==> src/core/cgo_pkg.sv <==
// Constants, field layouts and carrier types of the clock gating block.
// Assumes one core clock; all other clocks arrive as sampled pins.
package cgo_pkg;

	// Sizes
	localparam int NUM_OUT   = 4;
	localparam int OUT_SEL_W = 2;
	localparam int PERIPH_W  = 32;
	localparam int SYS_W     = 12;
	localparam int WORD_W    = 32;

	// Source select codes
	localparam logic [1:0] SRC_SLOW = 2'h0;
	localparam logic [1:0] SRC_MAIN = 2'h1;
	localparam logic [1:0] SRC_PLL  = 2'h3;

	// Output and master configuration word
	localparam int CFG_SRC_LSB   = 0;
	localparam int CFG_RATIO_LSB = 2;
	localparam int RATIO_W       = 3;

	// Oscillator control word
	localparam int OSC_EN_BIT  = 0;
	localparam int OSC_CNT_LSB = 8;
	localparam int OSC_CNT_W   = 8;

	// PLL configuration word
	localparam int PLL_DIV_LSB = 0;
	localparam int PLL_DIV_W   = 8;
	localparam int PLL_CNT_LSB = 8;
	localparam int PLL_CNT_W   = 6;
	localparam int PLL_MUL_LSB = 16;
	localparam int PLL_MUL_W   = 11;
	localparam int PLL_USB_LSB = 28;
	localparam int PLL_USB_W   = 2;

	// System clock gate bits
	localparam int SYS_CPU_BIT = 0;
	localparam int SYS_USB_BIT = 7;
	localparam int SYS_OUT_LSB = 8;
	localparam logic [SYS_W-1:0] SYS_RST = 12'h001;

	// Status word bits
	localparam int ST_OSC_BIT   = 0;
	localparam int ST_LOCK_BIT  = 2;
	localparam int ST_MRDY_BIT  = 3;
	localparam int ST_ORDY_LSB  = 8;

	// Frequency word
	localparam int FREQ_W        = 16;
	localparam int FREQ_DONE_BIT = 16;

	// Timing counts in slow clock cycles
	localparam logic [2:0] SLOW8_LAST = 3'h7;
	localparam logic [3:0] MEAS_LAST  = 4'hf;

	// A sampled clock: level and one-cycle rising pulse
	typedef struct packed {
		logic lvl;
		logic rise;
	} cgo_edge_s;

	// Source and ratio of a divided clock
	typedef struct packed {
		logic [1:0]         src;
		logic [RATIO_W-1:0] ratio;
	} cgo_clkcfg_s;

	// Half-period count minus one for divide by 2**ratio; ratios 6 and 7 both give 64
	function automatic logic [4:0] halfLimit(input logic [RATIO_W-1:0] ratio);
		logic [4:0] lim;
		lim = 5'h1f;
		if (ratio < 3'h6)
			lim = 5'((6'h1 << ratio) >> 1) - 5'h1;
		return lim;
	endfunction : halfLimit

	// Configuration word to source and ratio
	function automatic cgo_clkcfg_s cfgOf(input logic [WORD_W-1:0] w);
		cgo_clkcfg_s c;
		c.src   = w[CFG_SRC_LSB +: 2];
		c.ratio = w[CFG_RATIO_LSB +: RATIO_W];
		return c;
	endfunction : cfgOf

endpackage : cgo_pkg

==> src/core/cgo_clk_sync.sv <==
// Two-flop sampler for a foreign clock pin, with rising edge pulse.
// Assumes the pin toggles below half the core clock rate.
`timescale 1ns/10ps
`default_nettype none
module cgo_clk_sync
	import cgo_pkg::*;
(
	// Clock and reset
	input  wire logic core_clk,
	input  wire logic rst_n,
	// Foreign clock pin
	input  wire logic clkPin,
	// Sampled view
	output var  cgo_edge_s sampled
);

	typedef struct packed {
		logic s1;
		logic s2;
		logic s3;
	} cgo_sync_s;

	cgo_sync_s s_r;
	cgo_sync_s s_nxt;

	// Shift chain; the second stage gives the level, the second and third give the edge
	always_comb
	begin
		s_nxt.s1 = clkPin;
		s_nxt.s2 = s_r.s1;
		s_nxt.s3 = s_r.s2;
	end

	always_ff @(posedge core_clk or negedge rst_n)
	begin
		if (!rst_n)
			s_r <= '0;
		else
			s_r <= s_nxt;
	end

	// Edge pulse from the settled stages
	assign sampled = '{lvl: s_r.s2, rise: s_r.s2 & ~s_r.s3};

endmodule : cgo_clk_sync
`default_nettype wire

==> src/core/cgo_clock_gating.sv <==
// Clock gates, programmable clock outputs, master clock selection,
// oscillator start-up, frequency measure and PLL settle sequencing.
// Assumes slow, main and PLL clocks arrive on pins well below core_clk/2.
`timescale 1ns/10ps
`default_nettype none
// What this block does
// - Peripheral gates set, cleared and read back singly.
// - Cleared gate stops its clock at once; gates off at reset.
// - Gate bit number equals peripheral identifier.
// - Four outputs, each separately configured.
// - Output source slow, PLL or main; slow by default.
// - Output divides by powers of two, 1 to 64; 1 by default.
// - A 1 in set or clear turns an output on or off; state readable.
// - Ready flag per output once it runs as programmed.
// - No glitch guard on live output reconfiguration.
// - Oscillator enable: stable flag after eight times count slow cycles.
// - Interrupt follows enabled stable, lock, master or output ready flags.
// - Count main cycles over sixteen slow cycles, then flag done.
// - PLL divide 0 to 255; zero, the default, turns it off.
// - PLL factor 0 to 2047; zero turns PLL off.
// - PLL write counts settle slow cycles before lock flag.
// - PLL rewrite clears lock until relock.
// - USB clock is PLL output divided by 1, 2 or 4.
// - Master is source over 1 to 64, slow undivided default; cpu follows.
// - Master change clears master ready until clocks settle.
// - PLL master source falls back to main while unlocked.
// - Start-up count runs on slow clock over eight; stable clears at start.
// - Zero bits in set or clear writes leave gates untouched.
module cgo_clock_gating
	import cgo_pkg::*;
(
	// Clock and reset
	input  wire logic                 core_clk,
	input  wire logic                 rst_n,
	// Clock pins from the oscillators and PLL
	input  wire logic                 slowClkPin,
	input  wire logic                 mainClkPin,
	input  wire logic                 pllClkPin,
	// Register writes, one strobe per register, shared data
	input  wire logic [WORD_W-1:0]    wrData,
	input  wire logic                 periphSetWr,
	input  wire logic                 periphClrWr,
	input  wire logic                 sysSetWr,
	input  wire logic                 sysClrWr,
	input  wire logic                 outCfgWr,
	input  wire logic [OUT_SEL_W-1:0] outCfgSel,
	input  wire logic                 oscCtrlWr,
	input  wire logic                 pllCfgWr,
	input  wire logic                 mckCfgWr,
	input  wire logic                 irqEnWr,
	input  wire logic                 irqDisWr,
	// Register reads
	output logic [WORD_W-1:0]         periphGateState,
	output logic [WORD_W-1:0]         sysClkState,
	output logic [WORD_W-1:0]         pmStatus,
	output logic [WORD_W-1:0]         freqMeasure,
	output logic [WORD_W-1:0]         irqMaskState,
	// Analog controls
	output logic                      oscEnable,
	output logic                      pllEnable,
	output logic [PLL_DIV_W-1:0]      pllDivRatio,
	output logic [PLL_MUL_W-1:0]      pllFactor,
	// Clocks out and interrupt
	output logic [PERIPH_W-1:0]       periphClk,
	output logic [NUM_OUT-1:0]        outclkPin,
	output logic                      masterClk,
	output logic                      cpuClk,
	output logic                      usbClk,
	output logic                      irq
);

	typedef struct packed {
		logic [PERIPH_W-1:0]       periphGate;
		logic [SYS_W-1:0]          sysGate;
		cgo_clkcfg_s [NUM_OUT-1:0] outCfg;
		logic [NUM_OUT-1:0]        outRdy;
		logic                      oscEn;
		logic [OSC_CNT_W-1:0]      oscCnt;
		logic [2:0]                slow8;
		logic                      oscStable;
		logic                      measArm;
		logic                      measRun;
		logic [3:0]                measSlow;
		logic [FREQ_W-1:0]         mainCnt;
		logic                      measDone;
		logic [PLL_DIV_W-1:0]      pllDiv;
		logic [PLL_MUL_W-1:0]      pllMul;
		logic [PLL_CNT_W-1:0]      pllCnt;
		logic [PLL_USB_W-1:0]      usbRatio;
		logic                      pllOn;
		logic                      lock;
		cgo_clkcfg_s               mckCfg;
		logic                      mRdy;
		logic [WORD_W-1:0]         irqMask;
		logic [PERIPH_W-1:0]       pClk;
		logic [NUM_OUT-1:0]        oPin;
		logic                      mClk;
		logic                      cClk;
		logic                      uClk;
		logic                      irqOut;
	} cgo_state_s;

	cgo_state_s s_r;
	cgo_state_s s_nxt;

	cgo_edge_s                 slowE;
	cgo_edge_s                 mainE;
	cgo_edge_s                 pllRawE;
	cgo_edge_s                 pllE;
	cgo_edge_s [NUM_OUT-1:0]   outSrc;
	cgo_edge_s                 mckSrc;
	logic [NUM_OUT-1:0]        outRestart;
	logic [NUM_OUT-1:0]        presOut;
	logic [NUM_OUT-1:0]        presRise;
	logic                      mckRestart;
	logic                      mckOut;
	logic                      mckRise;
	logic                      usbRestart;
	logic                      usbOut;
	logic [RATIO_W-1:0]        usbRatio3;
	logic                      slow8Tick;
	logic                      mckPll;
	logic                      outHit;
	logic [WORD_W-1:0]         statusW;

	// Source mux shared by outputs and master; unknown codes pick slow
	function automatic cgo_edge_s pickSrc(input logic [1:0] src, input cgo_edge_s sl,
		input cgo_edge_s mn, input cgo_edge_s pl);
		cgo_edge_s e;
		e = sl;
		if (src == SRC_MAIN)
			e = mn;
		else if (src == SRC_PLL)
			e = pl;
		return e;
	endfunction : pickSrc

	// Foreign clocks pass two flops before use
	cgo_clk_sync u_slowSync (.core_clk(core_clk), .rst_n(rst_n), .clkPin(slowClkPin),
		.sampled(slowE));
	cgo_clk_sync u_mainSync (.core_clk(core_clk), .rst_n(rst_n), .clkPin(mainClkPin),
		.sampled(mainE));
	cgo_clk_sync u_pllSync (.core_clk(core_clk), .rst_n(rst_n), .clkPin(pllClkPin),
		.sampled(pllRawE));

	// Programmable output dividers
	for (genvar g = 0; g < NUM_OUT; g++)
	begin : g_out
		cgo_prescaler u_clk_ratio_sel (.core_clk(core_clk), .rst_n(rst_n), .src(outSrc[g]),
			.ratio(s_r.outCfg[g].ratio), .restart(outRestart[g]),
			.clkOut(presOut[g]), .outRise(presRise[g]));
	end

	// Master and USB dividers
	cgo_prescaler u_mckPres (.core_clk(core_clk), .rst_n(rst_n), .src(mckSrc),
		.ratio(s_r.mckCfg.ratio), .restart(mckRestart), .clkOut(mckOut),
		.outRise(mckRise));
	cgo_prescaler u_usbPres (.core_clk(core_clk), .rst_n(rst_n), .src(pllE),
		.ratio(usbRatio3), .restart(usbRestart), .clkOut(usbOut), .outRise());

	// Status word from flag flops
	always_comb
	begin
		statusW = '0;
		statusW[ST_OSC_BIT]  = s_r.oscStable;
		statusW[ST_LOCK_BIT] = s_r.lock;
		statusW[ST_MRDY_BIT] = s_r.mRdy;
		statusW[ST_ORDY_LSB +: NUM_OUT] = s_r.outRdy;
	end

	// Next state of the whole block
	always_comb
	begin
		s_nxt = s_r;
		// PLL output is a flat zero while off
		pllE = s_r.pllOn ? pllRawE : '0;

		// Gates: only ones act, clear beats set on the same bit
		if (periphSetWr)
			s_nxt.periphGate = s_r.periphGate | wrData;
		if (periphClrWr)
			s_nxt.periphGate = s_nxt.periphGate & ~wrData;
		if (sysSetWr)
			s_nxt.sysGate = s_r.sysGate | wrData[SYS_W-1:0];
		if (sysClrWr)
			s_nxt.sysGate = s_nxt.sysGate & ~wrData[SYS_W-1:0];

		// Oscillator start-up on slow clock over eight
		slow8Tick = slowE.rise && (s_r.slow8 == SLOW8_LAST);
		if (slowE.rise)
			s_nxt.slow8 = s_r.slow8 + 3'h1;
		if (oscCtrlWr)
		begin
			s_nxt.oscEn     = wrData[OSC_EN_BIT];
			s_nxt.oscCnt    = wrData[OSC_CNT_LSB +: OSC_CNT_W];
			s_nxt.oscStable = 1'b0;
			s_nxt.slow8     = '0;
		end
		else if (s_r.oscEn && !s_r.oscStable && slow8Tick)
		begin
			// Last tick sets the flag so a count of N gives 8*N slow cycles
			if (s_r.oscCnt <= 8'h01)
			begin
				s_nxt.oscStable = 1'b1;
				s_nxt.oscCnt    = '0;
			end
			else
				s_nxt.oscCnt = s_r.oscCnt - 8'h01;
		end

		// Frequency measure starts at the slow edge after stable
		if (s_nxt.oscStable && !s_r.oscStable)
		begin
			s_nxt.measArm  = 1'b1;
			s_nxt.measRun  = 1'b0;
			s_nxt.measDone = 1'b0;
			s_nxt.mainCnt  = '0;
		end
		else if (s_r.measArm && slowE.rise)
		begin
			s_nxt.measArm  = 1'b0;
			s_nxt.measRun  = 1'b1;
			s_nxt.measSlow = '0;
		end
		else if (s_r.measRun)
		begin
			if (mainE.rise)
				s_nxt.mainCnt = s_r.mainCnt + 16'h1;
			if (slowE.rise)
			begin
				s_nxt.measSlow = s_r.measSlow + 4'h1;
				if (s_r.measSlow == MEAS_LAST)
				begin
					s_nxt.measRun  = 1'b0;
					s_nxt.measDone = 1'b1;
				end
			end
		end
		// Losing the oscillator aborts a measure in flight
		if (!s_nxt.oscStable)
		begin
			s_nxt.measArm = 1'b0;
			s_nxt.measRun = 1'b0;
		end

		// PLL: every write reloads the settle count and drops lock
		if (pllCfgWr)
		begin
			s_nxt.pllDiv   = wrData[PLL_DIV_LSB +: PLL_DIV_W];
			s_nxt.pllMul   = wrData[PLL_MUL_LSB +: PLL_MUL_W];
			s_nxt.pllCnt   = wrData[PLL_CNT_LSB +: PLL_CNT_W];
			s_nxt.usbRatio = wrData[PLL_USB_LSB +: PLL_USB_W];
			s_nxt.pllOn    = (s_nxt.pllDiv != '0) && (s_nxt.pllMul != '0);
			s_nxt.lock     = 1'b0;
		end
		else if (s_r.pllOn && !s_r.lock && slowE.rise)
		begin
			if (s_r.pllCnt <= 6'h01)
			begin
				s_nxt.lock   = 1'b1;
				s_nxt.pllCnt = '0;
			end
			else
				s_nxt.pllCnt = s_r.pllCnt - 6'h01;
		end

		// Master clock; PLL source falls back to main while unlocked
		if (mckCfgWr)
			s_nxt.mckCfg = cfgOf(wrData);
		mckPll     = (s_r.mckCfg.src == SRC_PLL);
		mckRestart = mckCfgWr || (mckPll && (s_nxt.lock != s_r.lock));
		mckSrc     = pickSrc((mckPll && !s_r.lock) ? SRC_MAIN : s_r.mckCfg.src,
			slowE, mainE, pllE);
		if (mckRestart)
			s_nxt.mRdy = 1'b0;
		else if (mckRise && (!mckPll || s_r.lock))
			s_nxt.mRdy = 1'b1;

		// Programmable outputs; no glitch guard on live reconfiguration
		for (int i = 0; i < NUM_OUT; i++)
		begin
			outHit = outCfgWr && (outCfgSel == OUT_SEL_W'(i));
			if (outHit)
				s_nxt.outCfg[i] = cfgOf(wrData);
			outSrc[i]     = pickSrc(s_r.outCfg[i].src, slowE, mainE, pllE);
			outRestart[i] = outHit || !s_nxt.sysGate[SYS_OUT_LSB + i];
			if (outRestart[i])
				s_nxt.outRdy[i] = 1'b0;
			else if (presRise[i])
				s_nxt.outRdy[i] = 1'b1;
			s_nxt.oPin[i] = presOut[i] & s_r.sysGate[SYS_OUT_LSB + i];
		end

		// USB divide code 3 is treated as divide by four
		usbRestart = !s_nxt.sysGate[SYS_USB_BIT];
		usbRatio3  = (s_r.usbRatio > 2'h2) ? 3'h2 : {1'b0, s_r.usbRatio};
		s_nxt.uClk = usbOut & s_r.sysGate[SYS_USB_BIT];

		// Clock outputs; a cleared gate drops its clock on this same edge
		s_nxt.pClk = {PERIPH_W{mckOut}} & s_nxt.periphGate;
		s_nxt.mClk = mckOut;
		s_nxt.cClk = mckOut & s_nxt.sysGate[SYS_CPU_BIT];

		// Interrupt: level of enabled flags
		if (irqEnWr)
			s_nxt.irqMask = s_r.irqMask | wrData;
		if (irqDisWr)
			s_nxt.irqMask = s_nxt.irqMask & ~wrData;
		s_nxt.irqOut = |(statusW & s_r.irqMask);
	end

	// Reset: gates off except cpu, master on slow undivided and ready
	always_ff @(posedge core_clk or negedge rst_n)
	begin
		if (!rst_n)
		begin
			s_r         <= '0;
			s_r.sysGate <= SYS_RST;
			s_r.mRdy    <= 1'b1;
		end
		else
			s_r <= s_nxt;
	end

	// Read-back and outputs, all from flops
	assign periphGateState = s_r.periphGate;
	assign sysClkState     = {{(WORD_W-SYS_W){1'b0}}, s_r.sysGate};
	assign pmStatus        = statusW;
	assign freqMeasure     = {{(WORD_W-FREQ_W-1){1'b0}}, s_r.measDone, s_r.mainCnt};
	assign irqMaskState    = s_r.irqMask;
	assign oscEnable       = s_r.oscEn;
	assign pllEnable       = s_r.pllOn;
	assign pllDivRatio     = s_r.pllDiv;
	assign pllFactor       = s_r.pllMul;
	assign periphClk       = s_r.pClk;
	assign outclkPin       = s_r.oPin;
	assign masterClk       = s_r.mClk;
	assign cpuClk          = s_r.cClk;
	assign usbClk          = s_r.uClk;
	assign irq             = s_r.irqOut;

endmodule : cgo_clock_gating
`default_nettype wire

==> src/core/cgo_prescaler.sv <==
// Power-of-two prescaler running on rising-edge pulses of a source.
// Assumes source pulses are one core cycle wide.
`timescale 1ns/10ps
`default_nettype none
module cgo_prescaler
	import cgo_pkg::*;
(
	// Clock and reset
	input  wire logic               core_clk,
	input  wire logic               rst_n,
	// Source and control
	input  wire cgo_edge_s          src,
	input  wire logic [RATIO_W-1:0] ratio,
	input  wire logic               restart,
	// Divided clock
	output var  logic               clkOut,
	output var  logic               outRise
);

	typedef struct packed {
		logic [4:0] cnt;
		logic       out;
		logic       rise;
	} cgo_clk_ratio_sel_s;

	cgo_clk_ratio_sel_s s_r;
	cgo_clk_ratio_sel_s s_nxt;

	// Divide by one follows the source; otherwise toggle per half period
	always_comb
	begin
		s_nxt = s_r;
		s_nxt.rise = 1'b0;
		if (restart)
		begin
			s_nxt.cnt = '0;
			s_nxt.out = 1'b0;
		end
		else if (ratio == '0)
		begin
			s_nxt.out  = src.lvl;
			s_nxt.rise = src.lvl & ~s_r.out;
		end
		else if (src.rise)
		begin
			if (s_r.cnt == halfLimit(ratio))
			begin
				s_nxt.cnt  = '0;
				s_nxt.out  = ~s_r.out;
				s_nxt.rise = ~s_r.out;
			end
			else
				s_nxt.cnt = s_r.cnt + 5'h1;
		end
	end

	always_ff @(posedge core_clk or negedge rst_n)
	begin
		if (!rst_n)
			s_r <= '0;
		else
			s_r <= s_nxt;
	end

	assign clkOut  = s_r.out;
	assign outRise = s_r.rise;

endmodule : cgo_prescaler
`default_nettype wire

==> config.mk <==
export PLATFORM = sky130hd
export DESIGN_NAME = cgo_clock_gating
export DESIGN_NICKNAME = d
export VERILOG_FILES = /design/src/core/cgo_pkg.sv /design/src/core/cgo_clk_sync.sv /design/src/core/cgo_clock_gating.sv /design/src/core/cgo_prescaler.sv
export SDC_FILE = /design/constraint.sdc
export NUM_CORES = 1
export LEC_CHECK = 0
export ABC_AREA = 1
export ABC_CLOCK_PERIOD_IN_PS = 2000
export BUFFER_PORTS_ARGS = -buffer_cell sky130_fd_sc_hd__buf_2
export CORE_UTILIZATION = 45
export DETAILED_ROUTE_END_ITERATION = 16
export PLACE_DENSITY = 0.78
export SYNTH_ARGS = -nofsm -noshare
export SYNTH_HDL_FRONTEND = slang
export SYNTH_SLANG_ARGS = --single-unit
==> constraint.sdc <==
create_clock -name core_clk -period 2 [get_ports core_clk]
set_clock_uncertainty 0.1 [all_clocks]
set_input_delay 0.3 -clock core_clk [delete_from_list [all_inputs] [get_ports core_clk]]
set_output_delay 0.3 -clock core_clk [all_outputs]
set_load 0.01 [all_outputs]
==> results_dict.tcl, run 1 <==
set metrics [dict create \
    outcome "complete, no violations" \
    cts-root-buf "clkbuf_16" \
    timing.rr.start "s_r[164]$_DFFE_PN0P_" \
    synth.cell_area_sq_mm 0.01409 \
    cp_max_fo 6 \
    ff_latch_area_sq_mm 0.006541 \
    worstHoldPathType "in2reg" \
    critPathKind "reg2reg" \
    required_ps 2330 \
    end_kind "flip-flop" \
    io_buffers 209 \
    grt_pass1_wl_um 57000 \
    fin_crit_sh 0.9592 \
    crit_start "s_r[164]$_DFFE_PN0P_" \
    synth_edf_count 0 \
    vdd_drop_max_mv 0.8249 \
    synth_top_area_frac 0.4598 \
    cts.sinks 261 \
    synth_fa_ha_area_frac 0.01687 \
    grt_use_total 0.2271 \
    fp.dieW_um 179.0 \
    cp-start-kind "flip-flop" \
    synth_mux_area_frac 0 \
    die_h_um 179.0 \
    antenna_left 0 \
    cts_made_buffers 29 \
    yosys.area_share.xor_xnor 0.01988 \
    avgSynthCellArea_sq_um 8.370 \
    gr-total-overflow 0 \
    start_util 0.4596 \
    setup_viol 0 \
    grt_antenna_before_repair 0 \
    core_area_sq_mm 0.03067 \
    slew_headroom 0.6058 \
    arrival_ps 2250 \
    ios 270 \
    wirelength_um 36530 \
    post_synth_main_area_contributors "dfrtp_1 46%, buf_4 11%, nand2_1 7.6%" \
    clock_path_buffers 3 \
    ys_seq_area_frac 0.4636 \
    wl_per_cell_um 16.20 \
    place_congestion 0.8795 \
    first_global_vias 10961 \
    clk_latency_ps 560 \
    area_delta_synth_final_pct 13.44 \
    clk_pin_slew_ps 60 \
    fin_nets 1905 \
    async_flop_share 1.000 \
    drt_iter0_markers 665 \
    dp_slack_ps 23.01 \
    die_area_sq_mm 0.03203 \
    drc_errors 0 \
    placementRows 64 \
    multi_input_area_sq_mm 0.005209 \
    synth_top_family_by_area "buffers and inverters" \
    firstDrtPassIters 7 \
    p_leak_nw 8.424 \
    num-fill-cells 2746 \
    layout-drive-gt1-share 0.2001 \
    total_power_mw 13.80 \
    grt_max_degree 61 \
    ys_types 50 \
    synthesis.instances 1684 \
    synth_top_flop_cell "dfrtp_1" \
    cts_tree "done" \
    avgViaCountPerCell 5.064 \
    placed_cell_area_sq_mm 0.01461 \
    vias 11419 \
    min_from "wrData[20]" \
    final_area_sq_mm 0.01599 \
    ys_ff_latch 261 \
    maxCapViolations 0 \
    rsz0062_at_grt "true" \
    fmax_mhz 521.3 \
    min_period_ps 1918 \
    synth_compound_area_frac 0.1347 \
    setup_ws_ps 81.54 \
    cts_max_level 1 \
    drv_slew 0 \
    diodes 0 \
    fin_util 0.5213 \
    yosys_warnings 0 \
    tightestPinTransition_ps 590.7 \
    p_per_area_mw_per_mm2 863.0 \
    finalHoldViolations 0 \
    dpl.hpwl_um 26170 \
    yosys.area.top_type "dfrtp_1" \
    synthSimpleGateAreaFrac 0.1775 \
]
[worst paths after layout]
path,endpoint,slack (ps),cells past startpoint
worst max-delay path,g_out[3].u_clk_ratio_sel.s_r[4]$_DFFE_PN0P_,80,10
worst min-delay path,pllFactor[4]$_DFFE_PN0P_,40,3
worst max register to register,g_out[3].u_clk_ratio_sel.s_r[4]$_DFFE_PN0P_,80,10
worst min register to register,u_pllSync.sampled[1]$_DFF_PN0_,250,0
max in group asynchronous,s_r[86]$_DFFE_PN0P_,950,3
min in group asynchronous,u_mckPres.clkOut$_DFFE_PN0P_,150,2
[critical path, stage by stage, from the launching register on]
cell     delay [ps]
dfrtp_1         430
inv_2           130
nand3_2         140
ha_4            290
nand2_2          50
xnor2_1         130
nand4_1          90
nor2_1          140
nand2_1         140
nand3_1         110
nand2_1          60
[routing by layer]
metal	global-route usage	vias to the layer above	routed length, um
li1	-	5463	-
met4	0.07768	0	1213
met1	0.2908	5449	15370
met2	0.3740	432	17040
met5	0	-	0
met3	0.05492	75	2904
[through the flow]
| stage | std cells | hold WS, ps | setup TNS (ps) |
|---|---|---|---|
| finish | 2255 | 35.17 | 0 |
| global route | 2255 | 25.66 | -235.3 |
| CTS | 2247 | 9.060 | 0 |
| detailed placement | 2157 | 144.0 | 0 |
| global placement | 2157 | 141.1 | 0 |
| floorplan | 1743 | -95.59 | 0 |
[final cells by class]
class / instances / area share
Clock buffer: 45 / 0.05165
Clock inverter: 8 / 0.002895
Inverter: 231 / 0.05439
Multi-Input combinational cell: 1000 / 0.3258
Sequential cell: 261 / 0.4091
Tap cell: 396 / 0.03099
Timing Repair Buffer: 314 / 0.1252
[cell usage in the layout (no fill, tap or decap), types with 29 or more instances in the layout]
cell type | netlist | final
clkbuf_16 | 0 | 29
inv_1 | 221 | 216
nor2_1 | 128 | 121
buf_4 | 215 | 64
nand2_1 | 285 | 282
o21bai_1 | 75 | 75
dfrtp_1 | 259 | 253
o21ai_0 | 159 | 156
conb_1 | 1 | 60
dlygate4sd3_1 | 0 | 37
nand4_1 | 31 | 31
nand3_1 | 96 | 94
buf_2 | 4 | 207
[registers in the layout (all words and copies together) (netlist names), 4 cells and up]
| name | cells |
|---|---|
| sysClkState | 12 |
| s_r | 50 |
| g_out.u_clk_ratio_sel.clkOut | 4 |
| u_mckPres.s_r | 5 |
| pllFactor | 11 |
| outclkPin | 4 |
| irqMaskState | 32 |
| g_out.u_clk_ratio_sel.s_r | 20 |
| freqMeasure | 17 |
| periphClk | 32 |
| pllDivRatio | 8 |
| u_usbPres.s_r | 5 |
| periphGateState | 32 |
| pmStatus | 7 |
| g_out.u_clk_ratio_sel.outRise | 4 |
[cell families (layout without fill, tap and decap cells)]
group,after synthesis,count (layout)
adder cells (fa/ha/maj),19,19
buffers and inverters,482,598
other,1,60
AND/OR/NAND/NOR,573,573
AO/OA/AOI/OAI,316,316
XOR/XNOR,32,32
flip-flops,261,261
[repair_timing]
action                                  CTS  global route
hold endpoints to repair                276             0
gates resized for setup                   0            34
hold buffers                             37             0
buffers inserted                          0             8
endpoints found under the setup margin    0            47
[cells in the mapped netlist, types with 3 or more instances]
| cell | number |
|---|---|
| o22ai_1 | 17 |
| buf_4 | 215 |
| nand4_1 | 31 |
| nor2_4 | 3 |
| o21ai_0 | 159 |
| o221ai_1 | 13 |
| nor2_1 | 128 |
| nand2_1 | 285 |
| o21ai_1 | 5 |
| xor2_1 | 23 |
| a21oi_1 | 29 |
| clkbuf_1 | 28 |
| nor3b_1 | 3 |
| xnor2_1 | 9 |
| buf_2 | 4 |
| clkinv_1 | 6 |
| inv_2 | 3 |
| o21bai_1 | 75 |
| nor2_2 | 4 |
| ha_1 | 19 |
| inv_1 | 221 |
| nand3_1 | 96 |
| o211ai_1 | 5 |
| nor3_1 | 10 |
| dfrtp_1 | 259 |
[where the power goes]
group | total (mW) | leakage [nW] | switching, mW | internal (mW)
clock network | 4.97 | 0.428 | 2.14 | 2.82
registers | 6.13 | 3.32 | 0.375 | 5.76
logic | 2.70 | 4.68 | 1.67 | 1.03
total | 13.8 | 8.42 | 4.19 | 9.61
No activity file was read; power rests on OpenSTA's default activity.
==> run 2, diff against run 1 <==
--- a/config.mk
+++ b/config.mk
@@ -10,7 +10,7 @@
 export BUFFER_PORTS_ARGS = -buffer_cell sky130_fd_sc_hd__buf_2
 export CORE_UTILIZATION = 45
 export DETAILED_ROUTE_END_ITERATION = 16
-export PLACE_DENSITY = 0.78
+export PLACE_DENSITY = 0.69
 export SYNTH_ARGS = -nofsm -noshare
 export SYNTH_HDL_FRONTEND = slang
 export SYNTH_SLANG_ARGS = --single-unit
==> run 2 against run 1 <==
Effect of this change:
- hold slack got worse by 16 ps
- sequential power about the same
- largest power group unchanged
- critical path depth down 4
- cell count up 0.67%
==> results_dict.tcl, run 2 (synthesis results as in run 1) <==
set metrics [dict create \
    slew_headroom 0.6662 \
    min_period_ps 1967 \
    fin_nets 1917 \
    r2r_cells 13 \
    avgViaCountPerCell 5.006 \
    layout_commonest_cell "nand2_1" \
    outcome "complete, no violations" \
    cp-start-kind "input port" \
    wl_per_cell_um 15.99 \
    arrival_ps 2290 \
    io_buffers 209 \
    vdd_drop_max_mv 0.7254 \
    cts-root-buf "clkbuf_16" \
    cts_max_level 1 \
    min_to "pllFactor[1]$_DFFE_PN0P_" \
    die_area_sq_mm 0.03203 \
    place_congestion 0.8933 \
    min_from "wrData[17]" \
    dpl.hpwl_um 25770 \
    wirelength_um 36310 \
    required_ps 2320 \
    largest_register_ffs 50 \
    final_cell_mix "275 x nand2_1, 252 x dfrtp_1, 215 x inv_1" \
    drt_iter0_markers 550 \
    grt_use_total 0.2266 \
    grt_antenna_before_repair 1 \
    setup_viol 0 \
    worstHoldPathType "in2reg" \
    first_global_vias 10999 \
    layout-drive-gt1-share 0.2184 \
    grt_pass1_wl_um 56910 \
    tightestPinTransition_ps 500.2 \
    fin_crit_sh 0.9835 \
    maxCapViolations 0 \
    gr-total-overflow 0 \
    timing.rr.start "s_r[148]$_DFFE_PN0P_" \
    clock_path_buffers 3 \
    vias 11363 \
    placed_cell_area_sq_mm 0.01469 \
    clk_latency_ps 570 \
    core_area_sq_mm 0.03067 \
    p_leak_nw 8.612 \
    cts_tree "done" \
    r2r_setup_slack_ps 80 \
    critPathKind "in2reg" \
    finalHoldViolations 0 \
    area_delta_synth_final_pct 16.32 \
    num-fill-cells 2792 \
    whs_ps 19.09 \
    p_per_area_mw_per_mm2 914.4 \
    fp.dieW_um 179.0 \
    cp_max_fo 11 \
    fmax_mhz 508.4 \
    grt_max_degree 49 \
    end_kind "flip-flop" \
    ios 270 \
    r2r-end "g_out[0].u_clk_ratio_sel.outRise$_DFF_PN0_" \
    antenna_left 0 \
    placementRows 64 \
    regMostFlops "s_r" \
    die_h_um 179.0 \
    drv_slew 0 \
    rsz0062_at_grt "true" \
    drc_errors 0 \
    cts_made_buffers 30 \
    final_area_sq_mm 0.01639 \
    clk_pin_slew_ps 60 \
    firstDrtPassIters 5 \
    cts.sinks 261 \
    start_util 0.4596 \
    min_path_cells 3 \
]
[run 2: worst max path at each step]
stage | start | end | slack, ps | cells past startpoint
after CTS | s_r[148]$_DFFE_PN0P_ | g_out[0].u_clk_ratio_sel.outRise$_DFF_PN0_ | 30 | 13
final | mckCfgWr | s_r[73]$_DFFE_PN0P_ | 30 | 6
after detailed placement | s_r[164]$_DFFE_PN0P_ | g_out[3].u_clk_ratio_sel.s_r[3]$_DFFE_PN0P_ | 60 | 10
after global routing | s_r[147]$_DFFE_PN0P_ | g_out[0].u_clk_ratio_sel.outRise$_DFF_PN0_ | -90 | 12
after global placement | s_r[75]$_DFFE_PN0P_ | u_mckPres.s_r[5]$_DFFE_PN0P_ | 120 | 10
after floorplan | s_r[134]$_DFFE_PN0P_ | s_r[141]$_DFFE_PN0P_ | 190 | 9
[run 2: power breakdown]
part	total (mW)	switching, mW	leakage, nW	internal [mW]
Sequential	6.12	0.361	3.32	5.76
Clock	6.07	2.26	0.545	3.81
Combinational	2.80	1.71	4.75	1.10
[run 2: worst max-delay path: stages]
cell and delay, ps:
dlygate4sd3_1 540, buf_2 190, nand2_1 70, dlygate4sd3_1 530, o21ai_0 80, dlygate4sd3_1 580
[run 2: timing repair]
| action | CTS | global route |
|---|---|---|
| resized for setup | 0 | 48 |
| setup endpoints to repair | 0 | 44 |
| buffers inserted | 0 | 14 |
| endpoints found under the hold margin | 298 | 0 |
| hold buffers | 36 | 0 |
[run 2: final cells by class]
type,count,area [sq um],share of cell area
clock buffer,38,820.8,0.05006
sequential,261,6543,0.3991
inverter,231,869.6,0.05304
clock inverter,18,286.5,0.01748
multi-input combinational,1000,5256,0.3206
antenna,1,2.502,0.0001526
tap,396,495.5,0.03022
timing repair buffer,325,2121,0.1294
[run 2: stage by stage]
| stage | TNS, ps | utilization | std cells | worst slack, ps | power, mW |
|---|---|---|---|---|---|
| after global placement | 0 | 0.4791 | 2163 | 117.3 | 8.685 |
| after floorplan | 0 | - | 1743 | 190.8 | 8.126 |
| after CTS | 0 | 0.5269 | 2255 | 26.52 | 14.93 |
| after global routing | -362.3 | 0.5346 | 2270 | -90.46 | 15.72 |
| after detailed placement | 0 | 0.4791 | 2163 | 59.30 | 8.752 |
| final | 0 | 0.5346 | 2270 | 32.90 | 14.99 |
[run 2: routing by layer]
layer,vias up,track usage,part of all wire
li1,5490,-,-
met1,5437,0.2896,0.42
met2,366,0.3758,0.47
met3,70,0.05810,0.082
met4,0,0.06815,0.028
met5,-,0,0
